<file path="config.mk">
export PLATFORM = sky130hd
export DESIGN_NAME = cst_top
export DESIGN_NICKNAME = d
export VERILOG_FILES = /design/src/cst_pkg.sv /design/src/cst_countdown.sv /design/src/cst_exc_trace.sv /design/src/cst_top.sv
export VERILOG_INCLUDE_DIRS = /design/src
export SDC_FILE = /design/constraint.sdc
export NUM_CORES = 1
export LEC_CHECK = 0
export ABC_AREA = 1
export BUFFER_PORTS_ARGS = -buffer_cell sky130_fd_sc_hd__buf_4
export CAP_MARGIN = 10
export CELL_PAD_IN_SITES_DETAIL_PLACEMENT = 2
export CELL_PAD_IN_SITES_GLOBAL_PLACEMENT = 2
export CORE_MARGIN = 10
export CORE_UTILIZATION = 37
export DETAILED_ROUTE_END_ITERATION = 6
export GPL_TIMING_DRIVEN = 0
export MAX_ROUTING_LAYER = met4
export PLACE_DENSITY = 0.83
export SLEW_MARGIN = 20
export SYNTH_ARGS = -nofsm -noshare
export SYNTH_HDL_FRONTEND = slang
export SYNTH_SLANG_ARGS = --single-unit
</file>
<file path="constraint.sdc">
create_clock -name clk -period 9.05 [get_ports clk]
set_input_delay 0.905 -clock clk [delete_from_list [all_inputs] [get_ports clk]]
set_output_delay 0.905 -clock clk [all_outputs]
set_load 0.005 [all_outputs]
</file>
<file path="src/cst_cfg.svh">
// Register offsets, field positions, reset value, write mask and tick-counter tap bits of the tick timer
`ifndef CST_CFG_SVH
`define CST_CFG_SVH
`define CST_ADDR_CTRL        8'h00
`define CST_ADDR_TICK        8'h04
`define CST_ADDR_PKT         8'h08
`define CST_BIT_TICK_EN      0
`define CST_LSB_RELOAD       1
`define CST_LSB_INIT         5
`define CST_BIT_TAP          9
`define CST_BIT_PC_EN        12
`define CST_BIT_EXC_EN       16
`define CST_BIT_EVT_EN       22
`define CST_BIT_NO_TICK      25
`define CST_BIT_NO_TRC       27
`define CST_TAP_LO           6
`define CST_TAP_HI           10
`define CST_CTRL_RESET       32'h0000_0000
`define CST_CTRL_WMASK       32'h0041_13ff
`endif

</file>
<file path="src/cst_pkg.sv">
// Types shared by the tick timer block
package cst_pkg;
   typedef enum logic [2:0] {
      CST_PKT_NONE = 3'b001,
      CST_PKT_PC   = 3'b010,
      CST_PKT_CYC  = 3'b100
   } cst_pkt_t;
   typedef enum logic [1:0] {
      CST_EXC_ENTER  = 2'h1,
      CST_EXC_EXIT   = 2'h2,
      CST_EXC_RESUME = 2'h3
   } cst_exc_t;
endpackage

</file>
<file path="src/cst_countdown.sv">
// Four-bit countdown driven by tick-counter tap transitions
`include "cst_cfg.svh"
module cst_countdown
   import cst_pkg::*;
#(
   parameter int WIDTH = 4
) (
   input  wire logic             clk,       // Processor clock
   input  wire logic             rstN,      // Synchronised reset
   input  wire logic             tapBit,    // Selected tap bit
   input  wire logic             load,      // Load initial value
   input  wire logic             run,       // Countdown enabled
   input  wire logic [WIDTH-1:0] initVal,   // Initial value
   input  wire logic [WIDTH-1:0] reloadVal, // Reload value
   output logic                  underflow  // Pulse on reload
);
   logic             tapPrev_reg;
   logic [WIDTH-1:0] count_reg;
   logic             edgeSeen;

   assign edgeSeen = tapBit ^ tapPrev_reg;

   always_ff @(posedge clk or negedge rstN) begin
      if (!rstN) begin
         tapPrev_reg <= 1'b0;
      end else begin
         tapPrev_reg <= tapBit;
      end
   end

   always_ff @(posedge clk or negedge rstN) begin
      if (!rstN) begin
         count_reg <= '0;
         underflow <= 1'b0;
      end else begin
         underflow <= 1'b0;
         if (load) begin
            count_reg <= initVal;
         end else if (run && edgeSeen) begin
            if (count_reg != '0) begin
               count_reg <= count_reg - 1'b1;
            end else begin
               count_reg <= reloadVal;
               underflow <= 1'b1;
            end
         end
      end
   end
endmodule

</file>
<file path="src/cst_exc_trace.sv">
// Exception trace packet trigger
module cst_exc_trace
   import cst_pkg::*;
(
   input  wire logic     clk,      // Processor clock
   input  wire logic     rstN,     // Synchronised reset
   input  wire logic     enable,   // Exception trace enable
   input  wire logic     excEnter, // Handler entry
   input  wire logic     excExit,  // Handler exit by return vector
   input  wire logic     excResume,// Preempted code resumed
   output logic          pktValid, // Packet pulse
   output cst_exc_t      pktKind   // Packet kind
);
   always_ff @(posedge clk or negedge rstN) begin
      if (!rstN) begin
         pktValid <= 1'b0;
         pktKind  <= CST_EXC_ENTER;
      end else begin
         pktValid <= enable && (excEnter || excExit || excResume);
         if (excEnter) begin
            pktKind <= CST_EXC_ENTER;
         end else if (excExit) begin
            pktKind <= CST_EXC_EXIT;
         end else if (excResume) begin
            pktKind <= CST_EXC_RESUME;
         end
      end
   end
endmodule

</file>
<file path="src/cst_top.sv">
// Tick counter, sample countdown and trace triggers with AXI4-Lite registers
`include "cst_cfg.svh"
module cst_top
   import cst_pkg::*;
#(
   parameter bit HAS_TICK  = 1'b1,
   parameter bit HAS_TRACE = 1'b1
) (
   input  wire logic        clk,            // Processor clock, 200 MHz
   input  wire logic        rst_n,          // Async reset, active low
   input  wire logic        haltedDebug,    // Core halted in debug state
   input  wire logic        excEnter,       // Exception entry pulse
   input  wire logic        excExit,        // Exception exit pulse
   input  wire logic        excResume,      // Return to preempted code pulse
   output logic             excPktValid,    // Exception packet pulse
   output cst_exc_t         excPktKind,     // Exception packet kind
   output logic             pcSamplePkt,    // Periodic PC sample packet pulse
   output logic             cycEventPkt,    // Event packet pulse, cycle flag
   output logic             cycFlag,        // Cycle flag of event packet
   input  wire logic [7:0]  s_axi_awaddr,   // Write address
   input  wire logic        s_axi_awvalid,  // Write address valid
   output logic             s_axi_awready,  // Write address ready
   input  wire logic [31:0] s_axi_wdata,    // Write data
   input  wire logic [3:0]  s_axi_wstrb,    // Write strobes
   input  wire logic        s_axi_wvalid,   // Write data valid
   output logic             s_axi_wready,   // Write data ready
   output logic [1:0]       s_axi_bresp,    // Write response
   output logic             s_axi_bvalid,   // Write response valid
   input  wire logic        s_axi_bready,   // Write response ready
   input  wire logic [7:0]  s_axi_araddr,   // Read address
   input  wire logic        s_axi_arvalid,  // Read address valid
   output logic             s_axi_arready,  // Read address ready
   output logic [31:0]      s_axi_rdata,    // Read data
   output logic [1:0]       s_axi_rresp,    // Read response
   output logic             s_axi_rvalid,   // Read data valid
   input  wire logic        s_axi_rready    // Read data ready
);
   // ****************************************
   // Reset release
   // ****************************************
   logic [1:0] rstSync_reg;
   logic       rstN;

   always_ff @(posedge clk or negedge rst_n) begin
      if (!rst_n) begin
         rstSync_reg <= 2'b00;
      end else begin
         rstSync_reg <= {rstSync_reg[0], 1'b1};
      end
   end
   assign rstN = rstSync_reg[1];

   // ****************************************
   // AXI4-Lite write path
   // ****************************************
   logic        awHeld_reg;
   logic [7:0]  awAddr_reg;
   logic        wHeld_reg;
   logic [31:0] wData_reg;
   logic [3:0]  wStrb_reg;
   logic        doWrite;
   logic [31:0] strbMask;
   logic [31:0] ctrl_reg;
   logic [31:0] ctrlNext;
   logic [31:0] tick_reg;
   logic        ctrlWr;
   logic        tickWr;
   logic        wrOk;

   assign s_axi_awready = !awHeld_reg && !s_axi_bvalid;
   assign s_axi_wready  = !wHeld_reg && !s_axi_bvalid;
   assign doWrite       = awHeld_reg && wHeld_reg && !s_axi_bvalid;
   assign strbMask      = {{8{wStrb_reg[3]}}, {8{wStrb_reg[2]}},
                           {8{wStrb_reg[1]}}, {8{wStrb_reg[0]}}};
   assign ctrlWr        = doWrite && (awAddr_reg == `CST_ADDR_CTRL);
   assign tickWr        = doWrite && (awAddr_reg == `CST_ADDR_TICK);
   assign ctrlNext      = (ctrl_reg & ~(strbMask & `CST_CTRL_WMASK))
                        | (wData_reg & strbMask & `CST_CTRL_WMASK);

   always_comb begin
      if (awAddr_reg == `CST_ADDR_CTRL) begin
         wrOk = 1'b1;
      end else if (awAddr_reg == `CST_ADDR_TICK) begin
         wrOk = 1'b1;
      end else if (awAddr_reg == `CST_ADDR_PKT) begin
         wrOk = 1'b1;
      end else begin
         wrOk = 1'b0;
      end
   end

   always_ff @(posedge clk or negedge rstN) begin
      if (!rstN) begin
         awHeld_reg <= 1'b0;
         awAddr_reg <= 8'h00;
         wHeld_reg  <= 1'b0;
         wData_reg  <= 32'h0000_0000;
         wStrb_reg  <= 4'h0;
      end else begin
         if (s_axi_awvalid && s_axi_awready) begin
            awHeld_reg <= 1'b1;
            awAddr_reg <= {s_axi_awaddr[7:2], 2'b00};
         end else if (doWrite) begin
            awHeld_reg <= 1'b0;
         end
         if (s_axi_wvalid && s_axi_wready) begin
            wHeld_reg <= 1'b1;
            wData_reg <= s_axi_wdata;
            wStrb_reg <= s_axi_wstrb;
         end else if (doWrite) begin
            wHeld_reg <= 1'b0;
         end
      end
   end

   always_ff @(posedge clk or negedge rstN) begin
      if (!rstN) begin
         s_axi_bvalid <= 1'b0;
         s_axi_bresp  <= 2'b00;
      end else if (doWrite) begin
         s_axi_bvalid <= 1'b1;
         s_axi_bresp  <= wrOk ? 2'b00 : 2'b10;
      end else if (s_axi_bready) begin
         s_axi_bvalid <= 1'b0;
      end
   end

   // ****************************************
   // Control register and enables
   // ****************************************
   logic tickEn;
   logic pcEn;
   logic evtEn;
   logic excEn;
   logic tapSel;
   logic pktAllowed;

   always_ff @(posedge clk or negedge rstN) begin
      if (!rstN) begin
         ctrl_reg <= `CST_CTRL_RESET;
      end else if (ctrlWr) begin
         ctrl_reg <= ctrlNext;
      end
   end

   assign tickEn     = HAS_TICK && ctrl_reg[`CST_BIT_TICK_EN];
   assign pcEn       = ctrl_reg[`CST_BIT_PC_EN];
   assign evtEn      = ctrl_reg[`CST_BIT_EVT_EN];
   assign excEn      = HAS_TRACE && ctrl_reg[`CST_BIT_EXC_EN];
   assign tapSel     = ctrl_reg[`CST_BIT_TAP];
   assign pktAllowed = HAS_TICK && HAS_TRACE;

   // ****************************************
   // Tick counter
   // ****************************************
   always_ff @(posedge clk or negedge rstN) begin
      if (!rstN) begin
         tick_reg <= 32'h0000_0000;
      end else if (tickWr && HAS_TICK) begin
         tick_reg <= (tick_reg & ~strbMask) | (wData_reg & strbMask);
      end else if (tickEn && !haltedDebug) begin
         tick_reg <= tick_reg + 32'h0000_0001;
      end
   end

   // ****************************************
   // Sample countdown control
   // ****************************************
   logic       cdLoad;
   logic       cdRun;
   logic       cdUnder;
   logic       tapBit;
   logic       anyEnNow;
   logic       anyEnNext;
   logic       tickEnNext;

   assign tapBit     = tapSel ? tick_reg[`CST_TAP_HI] : tick_reg[`CST_TAP_LO];
   assign anyEnNow   = pcEn || evtEn;
   assign anyEnNext  = ctrlNext[`CST_BIT_PC_EN] || ctrlNext[`CST_BIT_EVT_EN];
   assign tickEnNext = ctrlNext[`CST_BIT_TICK_EN];
   // Load on enables leaving both-zero, or on counter enable rising
   assign cdLoad = ctrlWr && ((anyEnNext && !anyEnNow)
                 || (tickEnNext && !tickEn && HAS_TICK));
   // Halt freezes the tap bit, so no gate here; a transition at halt onset still counts
   assign cdRun  = tickEn && anyEnNow && pktAllowed;

   cst_countdown #(
      .WIDTH (4)
   ) uCountdown (
      .clk       (clk),
      .rstN      (rstN),
      .tapBit    (tapBit),
      .load      (cdLoad),
      .run       (cdRun),
      .initVal   (ctrlNext[`CST_LSB_INIT +: 4]),
      .reloadVal (ctrl_reg[`CST_LSB_RELOAD +: 4]),
      .underflow (cdUnder)
   );

   // ****************************************
   // Periodic packet triggers
   // ****************************************
   cst_pkt_t pktSel;

   always_comb begin
      if (pcEn) begin
         pktSel = CST_PKT_PC;
      end else if (evtEn) begin
         pktSel = CST_PKT_CYC;
      end else begin
         pktSel = CST_PKT_NONE;
      end
   end

   always_ff @(posedge clk or negedge rstN) begin
      if (!rstN) begin
         pcSamplePkt <= 1'b0;
         cycEventPkt <= 1'b0;
         cycFlag     <= 1'b0;
      end else begin
         pcSamplePkt <= cdUnder && (pktSel == CST_PKT_PC);
         cycEventPkt <= cdUnder && (pktSel == CST_PKT_CYC);
         cycFlag     <= cdUnder && (pktSel == CST_PKT_CYC);
      end
   end

   // ****************************************
   // Exception trace
   // ****************************************
   cst_exc_trace uExcTrace (
      .clk       (clk),
      .rstN      (rstN),
      .enable    (excEn),
      .excEnter  (excEnter),
      .excExit   (excExit),
      .excResume (excResume),
      .pktValid  (excPktValid),
      .pktKind   (excPktKind)
   );

   // ****************************************
   // AXI4-Lite read path
   // ****************************************
   logic [31:0] ctrlRead;
   logic [31:0] rdData;
   logic        rdOk;
   logic [15:0] pktCount_reg;

   always_ff @(posedge clk or negedge rstN) begin
      if (!rstN) begin
         pktCount_reg <= 16'h0000;
      end else if (pcSamplePkt || cycEventPkt) begin
         pktCount_reg <= pktCount_reg + 16'h0001;
      end
   end

   always_comb begin
      ctrlRead = ctrl_reg;
      ctrlRead[`CST_BIT_NO_TRC]  = !HAS_TRACE;
      ctrlRead[`CST_BIT_NO_TICK] = !HAS_TICK;
   end

   always_comb begin
      if ({s_axi_araddr[7:2], 2'b00} == `CST_ADDR_CTRL) begin
         rdData = ctrlRead;
         rdOk   = 1'b1;
      end else if ({s_axi_araddr[7:2], 2'b00} == `CST_ADDR_TICK) begin
         rdData = tick_reg;
         rdOk   = 1'b1;
      end else if ({s_axi_araddr[7:2], 2'b00} == `CST_ADDR_PKT) begin
         rdData = {16'h0000, pktCount_reg};
         rdOk   = 1'b1;
      end else begin
         rdData = 32'h0000_0000;
         rdOk   = 1'b0;
      end
   end

   assign s_axi_arready = !s_axi_rvalid;

   always_ff @(posedge clk or negedge rstN) begin
      if (!rstN) begin
         s_axi_rvalid <= 1'b0;
         s_axi_rdata  <= 32'h0000_0000;
         s_axi_rresp  <= 2'b00;
      end else if (s_axi_arvalid && s_axi_arready) begin
         s_axi_rvalid <= 1'b1;
         s_axi_rdata  <= rdData;
         s_axi_rresp  <= rdOk ? 2'b00 : 2'b10;
      end else if (s_axi_rready) begin
         s_axi_rvalid <= 1'b0;
      end
   end
endmodule

</file>
Word-level counts from Yosys, hierarchy flattened
Cells that the tools add are included.

Bits in registers: 175. Latch bits: 0. RAM bits: 0. Bits in read-only memories: 0. Bits of input ports: 63. Output and inout port bits: 47. Logic and storage cells: 111. Memories: 0.

Add/subtract/negate cells: 3. $mul: 0. Div/mod/pow operators: 0. $lt $le $gt $ge: 0. Equality and inequality tests: 6. Shifts and indexed selects: 0. Mux-type cells: 32. Bitwise gates (word level): 8. Reductions and logical operators: 41.

Operators with widths (number): two-way mux 32 bit (4); bitwise AND 32 bit (3); adder 32 x 1 -> 32 bit (second input constant) (1); inverter 23 -> 32 bit (1); inverter 32 bit (1); bitwise OR 32 x 23 -> 32 bit (1); bitwise OR 32 bit (1); logical AND 1 bit (18); two-way mux 1 bit (17); adder 16 x 1 -> 16 bit (second input constant) (1); two-way mux 16 bit (1); equality test 6 x 1 -> 1 bit (second input constant) (2); equality test 6 x 2 -> 1 bit (second input constant) (2); two-way mux 4 bit (3); nonzero test 2 bit (6); two-way mux 2 bit (5); logical NOT 8 bit (1); logical NOT 1 bit (7); logical NOT 6 bit (1); logical OR 1 bit (6); two-way mux 3 bit (2); nonzero test 4 bit (1); subtractor 4 x 1 -> 4 bit (second input constant) (1); equality test 3 x 2 -> 1 bit (second input constant) (1); other kinds (3) (3).

Logic depth before layout (Yosys ltp)
Depth after elaboration: 8. Depth in mapped cells: 10. Gate-level depth less buffers: 10.

Hierarchy
From an unflattened synthesis, not the netlist that was laid out.

Cell total of the unflattened synthesis: 953. Area total of the unflattened synthesis: 7729.9 µm².

Modules (own cells, without submodules): cst_top (times used 1, cells each 886, area each 7239.4 µm², seq. area each 3628.5 µm²); cst_countdown (times used 1, cells each 56, area each 380.4 µm², seq. area each 150.1 µm²); cst_exc_trace (times used 1, cells each 11, area each 110.1 µm², seq. area each 76.3 µm²).

Worst setup path after synthesis
OpenSTA, ideal clock, no wires.

Kind: input to register. Start: input s_axi_araddr[5]. End: register s_axi_rdata[21]. Library setup time: 0.083 ns. Arrival time: 1.753 ns. Data required time: 8.967 ns. Slack: 7.214 ns. Stages: 6. Path buffers: 1. Cells stage by stage: nor2_1 nand3_1 inv_1 nand2_1 clkbuf_1 o21ai_0.

Longest elaborated chain between the ends: 3. Elaborated cells on any way between the ends: 4. Those cells by class: 1 x eq/ne; 2 x mux; 1 x reduce/logical.

Ends and longest elaborated chain: from (decl) (RTL line cst_top.sv:30) `input wire logic [7:0] s_axi_araddr,`; equality test 6 x 1 -> 1 bit (no source line); two-way mux 32 bit (RTL line cst_top.sv:267) `` end else if ({s_axi_araddr[7:2], 2'b00} == `CST_ADDR_TICK) begin ``; two-way mux 32 bit (*) (RTL line cst_top.sv:264) `` if ({s_axi_araddr[7:2], 2'b00} == `CST_ADDR_CTRL) begin ``; to (signal assigned) (RTL line cst_top.sv:288) `s_axi_rdata <= rdData;`; to (decl) (RTL line cst_top.sv:33) `output logic [31:0] s_axi_rdata,`.

Mark *: on every way between the ends. The rest lies on a longest branch, timed or not. A chain may end at the register's enable or synchronous reset.

Final worst setup path
Start: register s_axi_bvalid. End: output s_axi_awready.

Longest elaborated chain between the ends: 2.

Ends and longest elaborated chain: from (decl) (RTL line cst_top.sv:28) `output logic s_axi_bvalid,`; from (signal assigned) (RTL line cst_top.sv:118) `s_axi_bvalid <= 1'b0;`; from (signal assigned) (RTL line cst_top.sv:121) `s_axi_bvalid <= 1'b1;`; from (signal assigned) (RTL line cst_top.sv:124) `s_axi_bvalid <= 1'b0;`; logical NOT 1 bit (RTL line cst_top.sv:70) `assign s_axi_awready = !awHeld_reg && !s_axi_bvalid;`; logical AND 1 bit (RTL line cst_top.sv:70); to (decl) (RTL line cst_top.sv:22) `output logic s_axi_awready,`.

Every way passes these cells.

==> results.yml <==
setup_path:
  cp-end-kind: "output port"
  cp_data_arrival_time_ns: 1.18
  crit_type: "reg -> out"
  cp_top_family: "flip-flops"
  r2r_setup_slack_ns: 7.01
  cp_cell_sequence: "nor2_1, buf_4"
  worstSetupPathDepth: 2
  slowest_stage: "dfrtp_1"
  crit_fanout: 5
  r2r_cells: 6
  required_ns: 8.15
  r2r-start: "s_axi_bvalid"
  critical-path-max-stage-delay_ns: 0.44
  endpoint: "s_axi_awready"
  critPathBufInv: 1
  worstSetupStartpoint: "s_axi_bvalid"
  start_kind: "flop"
yosys:
  ys_types: 44
  yosys-top-cells-count: "nand2_1 (231), dfrtp_1 (153), nor2_1 (112)"
  synth_top_family_by_area: "simple AND/OR/NAND/NOR gates"
  synth_flop_cell: "dfrtp_1"
  seq_area_frac_synth: 0.496
  ys_seq_elements: 154
  syn_inst: 957
  ys_top_cells_by_area: "dfrtp_1 (49%), nand2_1 (11%), nor2_1 (5.4%)"
  ys.warnings.count: 0
  yosys.area_share.simple: 0.257
  synthMuxAreaShare: 0.0404
  synth_top_cell_by_area: "dfrtp_1"
  syn-cell-area_um2: 7780
  synth_fa_ha_area_frac: 0.00483
  synth_compound_area_frac: 0.108
  synthXorXnorAreaFrac: 0.0214
  async_flop_share: 1.00
  synth_edf_count: 0
  synth_top_area_share: 0.492
  syn_area_per_cell_um2: 8.13
  synth_most_common_cell: "nand2_1"
timing:
  min_period_over_period: 0.231
  fmax_mhz: 479
  fin_crit_ns: 2.09
  setup_violations: 0
  worst_pin_slew_ns: 0.637
  slew_violations: 0
  fin_setup_tns_ns: 0
  slew_headroom: 0.576
  skew_ns: 0.0115
  hold_viol_final: 0
  rsz0062_at_grt: "false"
floorplanning:
  dieArea_um2: 27200
  ios: 110
  std_cell_rows: 52
  core_um2: 20400
  fp.dieH_um: 165
  die_w_um: 165
  start_util: 0.381
pwr:
  max-vdd-ir-drop_v: 0.000130
  p_leak_nw: 4.78
  pwr_density_cell_nw_per_um2: 282
  total_power_w: 0.00269
cts:
  clkTransAtPathRegs_ns: 0.08
  cts_resized: 0
  worstSkewPairLatency_ns: 0.45
  cts_hold_buffers: 0
  clkSinkCount: 154
  cts-htree-levels: 4
  numCtsBuffers: 17
  clock_path_buffers: 2
  cts_setup_buffers: 0
  tritoncts: "done"
  cts-root-buf: "clkbuf_16"
finish:
  drive_gt1_frac: 0.193
  antenna_cells: 0
  final_nets: 1149
  fillerInstances: 2303
  area_growth_pct: 22.8
min_path:
  hp-class: "reg -> async"
global_routing:
  grt_pass1_wl_um: 46800
  antenna_found_initial: 0
  grt_use_total: 0.230
  grt_max_degree: 49
  overflow: 0
  grt_pass1_vias: 8179
place:
  dp_hpwl_um: 21700
  place_congestion: 0.875
  port_buffers: 103
detailed_routing:
  vias_per_cell: 5.24
  drt_iter0_drc: 365
  drc: 0
  routed_wl_um: 29400
  wire_per_inst_um: 21.5
  vias: 7162
  dr.pass1.iters: 4
  drtAntennaViolNets: 0
status:
  status: "complete, no violations"
run:
  cap_violations: 0
-- report_power, final --
part / switching, W / total (W) / internal, W
sequential: 0.000205 / 0.00109 / 0.000884
clock: 0.000356 / 0.000724 / 0.000368
combinational: 0.000564 / 0.000877 / 0.000313
-- worst reg2reg max path: stages, from the launching register on --
cell     delay [ns]
dfrtp_1        0.44
inv_2          0.09
nand3_2        0.16
nor2_4         0.24
nand3_1        0.28
o21ai_0        0.55
a21oi_1        0.14
-- layer usage --
| metal | global-route usage | routed length [µm] | share of wire | vias up |
|---|---|---|---|---|
| li1 | - | - | - | 3341 |
| met1 | 0.291 | 13200 | 0.45 | 3634 |
| met2 | 0.370 | 14400 | 0.49 | 150 |
| met3 | 0.0398 | 1340 | 0.046 | 37 |
| met4 | 0.0680 | 465 | 0.016 | 0 |
| met5 | - | 0 | 0 | - |
-- per-stage QoR --
| stage | cells | hold slack [ns] | setup WS, ns | util | instance area [µm²] |
|---|---|---|---|---|---|
| global placement | 1331 | 0.335 | 2.23 | 0.435 | 8890 |
| detailed placement | 1334 | 0.229 | 6.59 | 0.439 | 8980 |
| CTS | 1366 | 0.217 | 6.94 | 0.468 | 9550 |
| finish | 1366 | 0.222 | 6.96 | 0.468 | 9550 |
| floorplan | 958 | 0.331 | 4.44 | - | 7780 |
| global route | 1366 | 0.213 | 6.83 | 0.468 | 9550 |
-- area by class of cell --
class / instances / area (µm²) / area share
Sequential cell: 154 / 3860 / 0.404
Buffer: 26 / 143 / 0.0149
Clock inverter: 15 / 150 / 0.0157
Inverter: 110 / 414 / 0.0434
Multi-Input combinational cell: 668 / 3370 / 0.353
Timing Repair Buffer: 106 / 856 / 0.0896
Tap cell: 270 / 338 / 0.0354
Clock buffer: 17 / 425 / 0.0445
-- placed cells by master, fill, tap and decap left out, types with 17 or more instances in the layout --
master and count:
a21oi_1 39, buf_4 110, clkbuf_16 17, dfrtp_1 152, inv_1 106, mux2_2 27, nand2_1 231, nand3_1 73
nor2_1 112, o21ai_0 78, xor2_1 19
-- cell families (layout without fill, tap and decap cells) --
family                     after synthesis  in the layout
AOI/OAI and AO/OA                      155            155
xor gates and xnor gates                19             19
adders and majority gates                3              3
buffers and inverters                  136            274
DFF                                    154            154
muxes                                   28             28
other                                    2              3
and+or+nand+nor                        460            460
-- worst min path at each step --
stage                               from             end  slack (ns)  cells after the start
after floorplan           rstSync_reg[0]  rstSync_reg[1]        0.33                      0
final                     rstSync_reg[1]    wData_reg[6]        0.22                      0
after global routing               rst_n  rstSync_reg[0]        0.21                      1
after global placement    rstSync_reg[0]  rstSync_reg[1]        0.33                      0
after CTS                          rst_n  rstSync_reg[1]        0.22                      1
after detailed placement  rstSync_reg[1]    wData_reg[6]        0.23                      0
No activity file was read; power rests on OpenSTA's default activity.
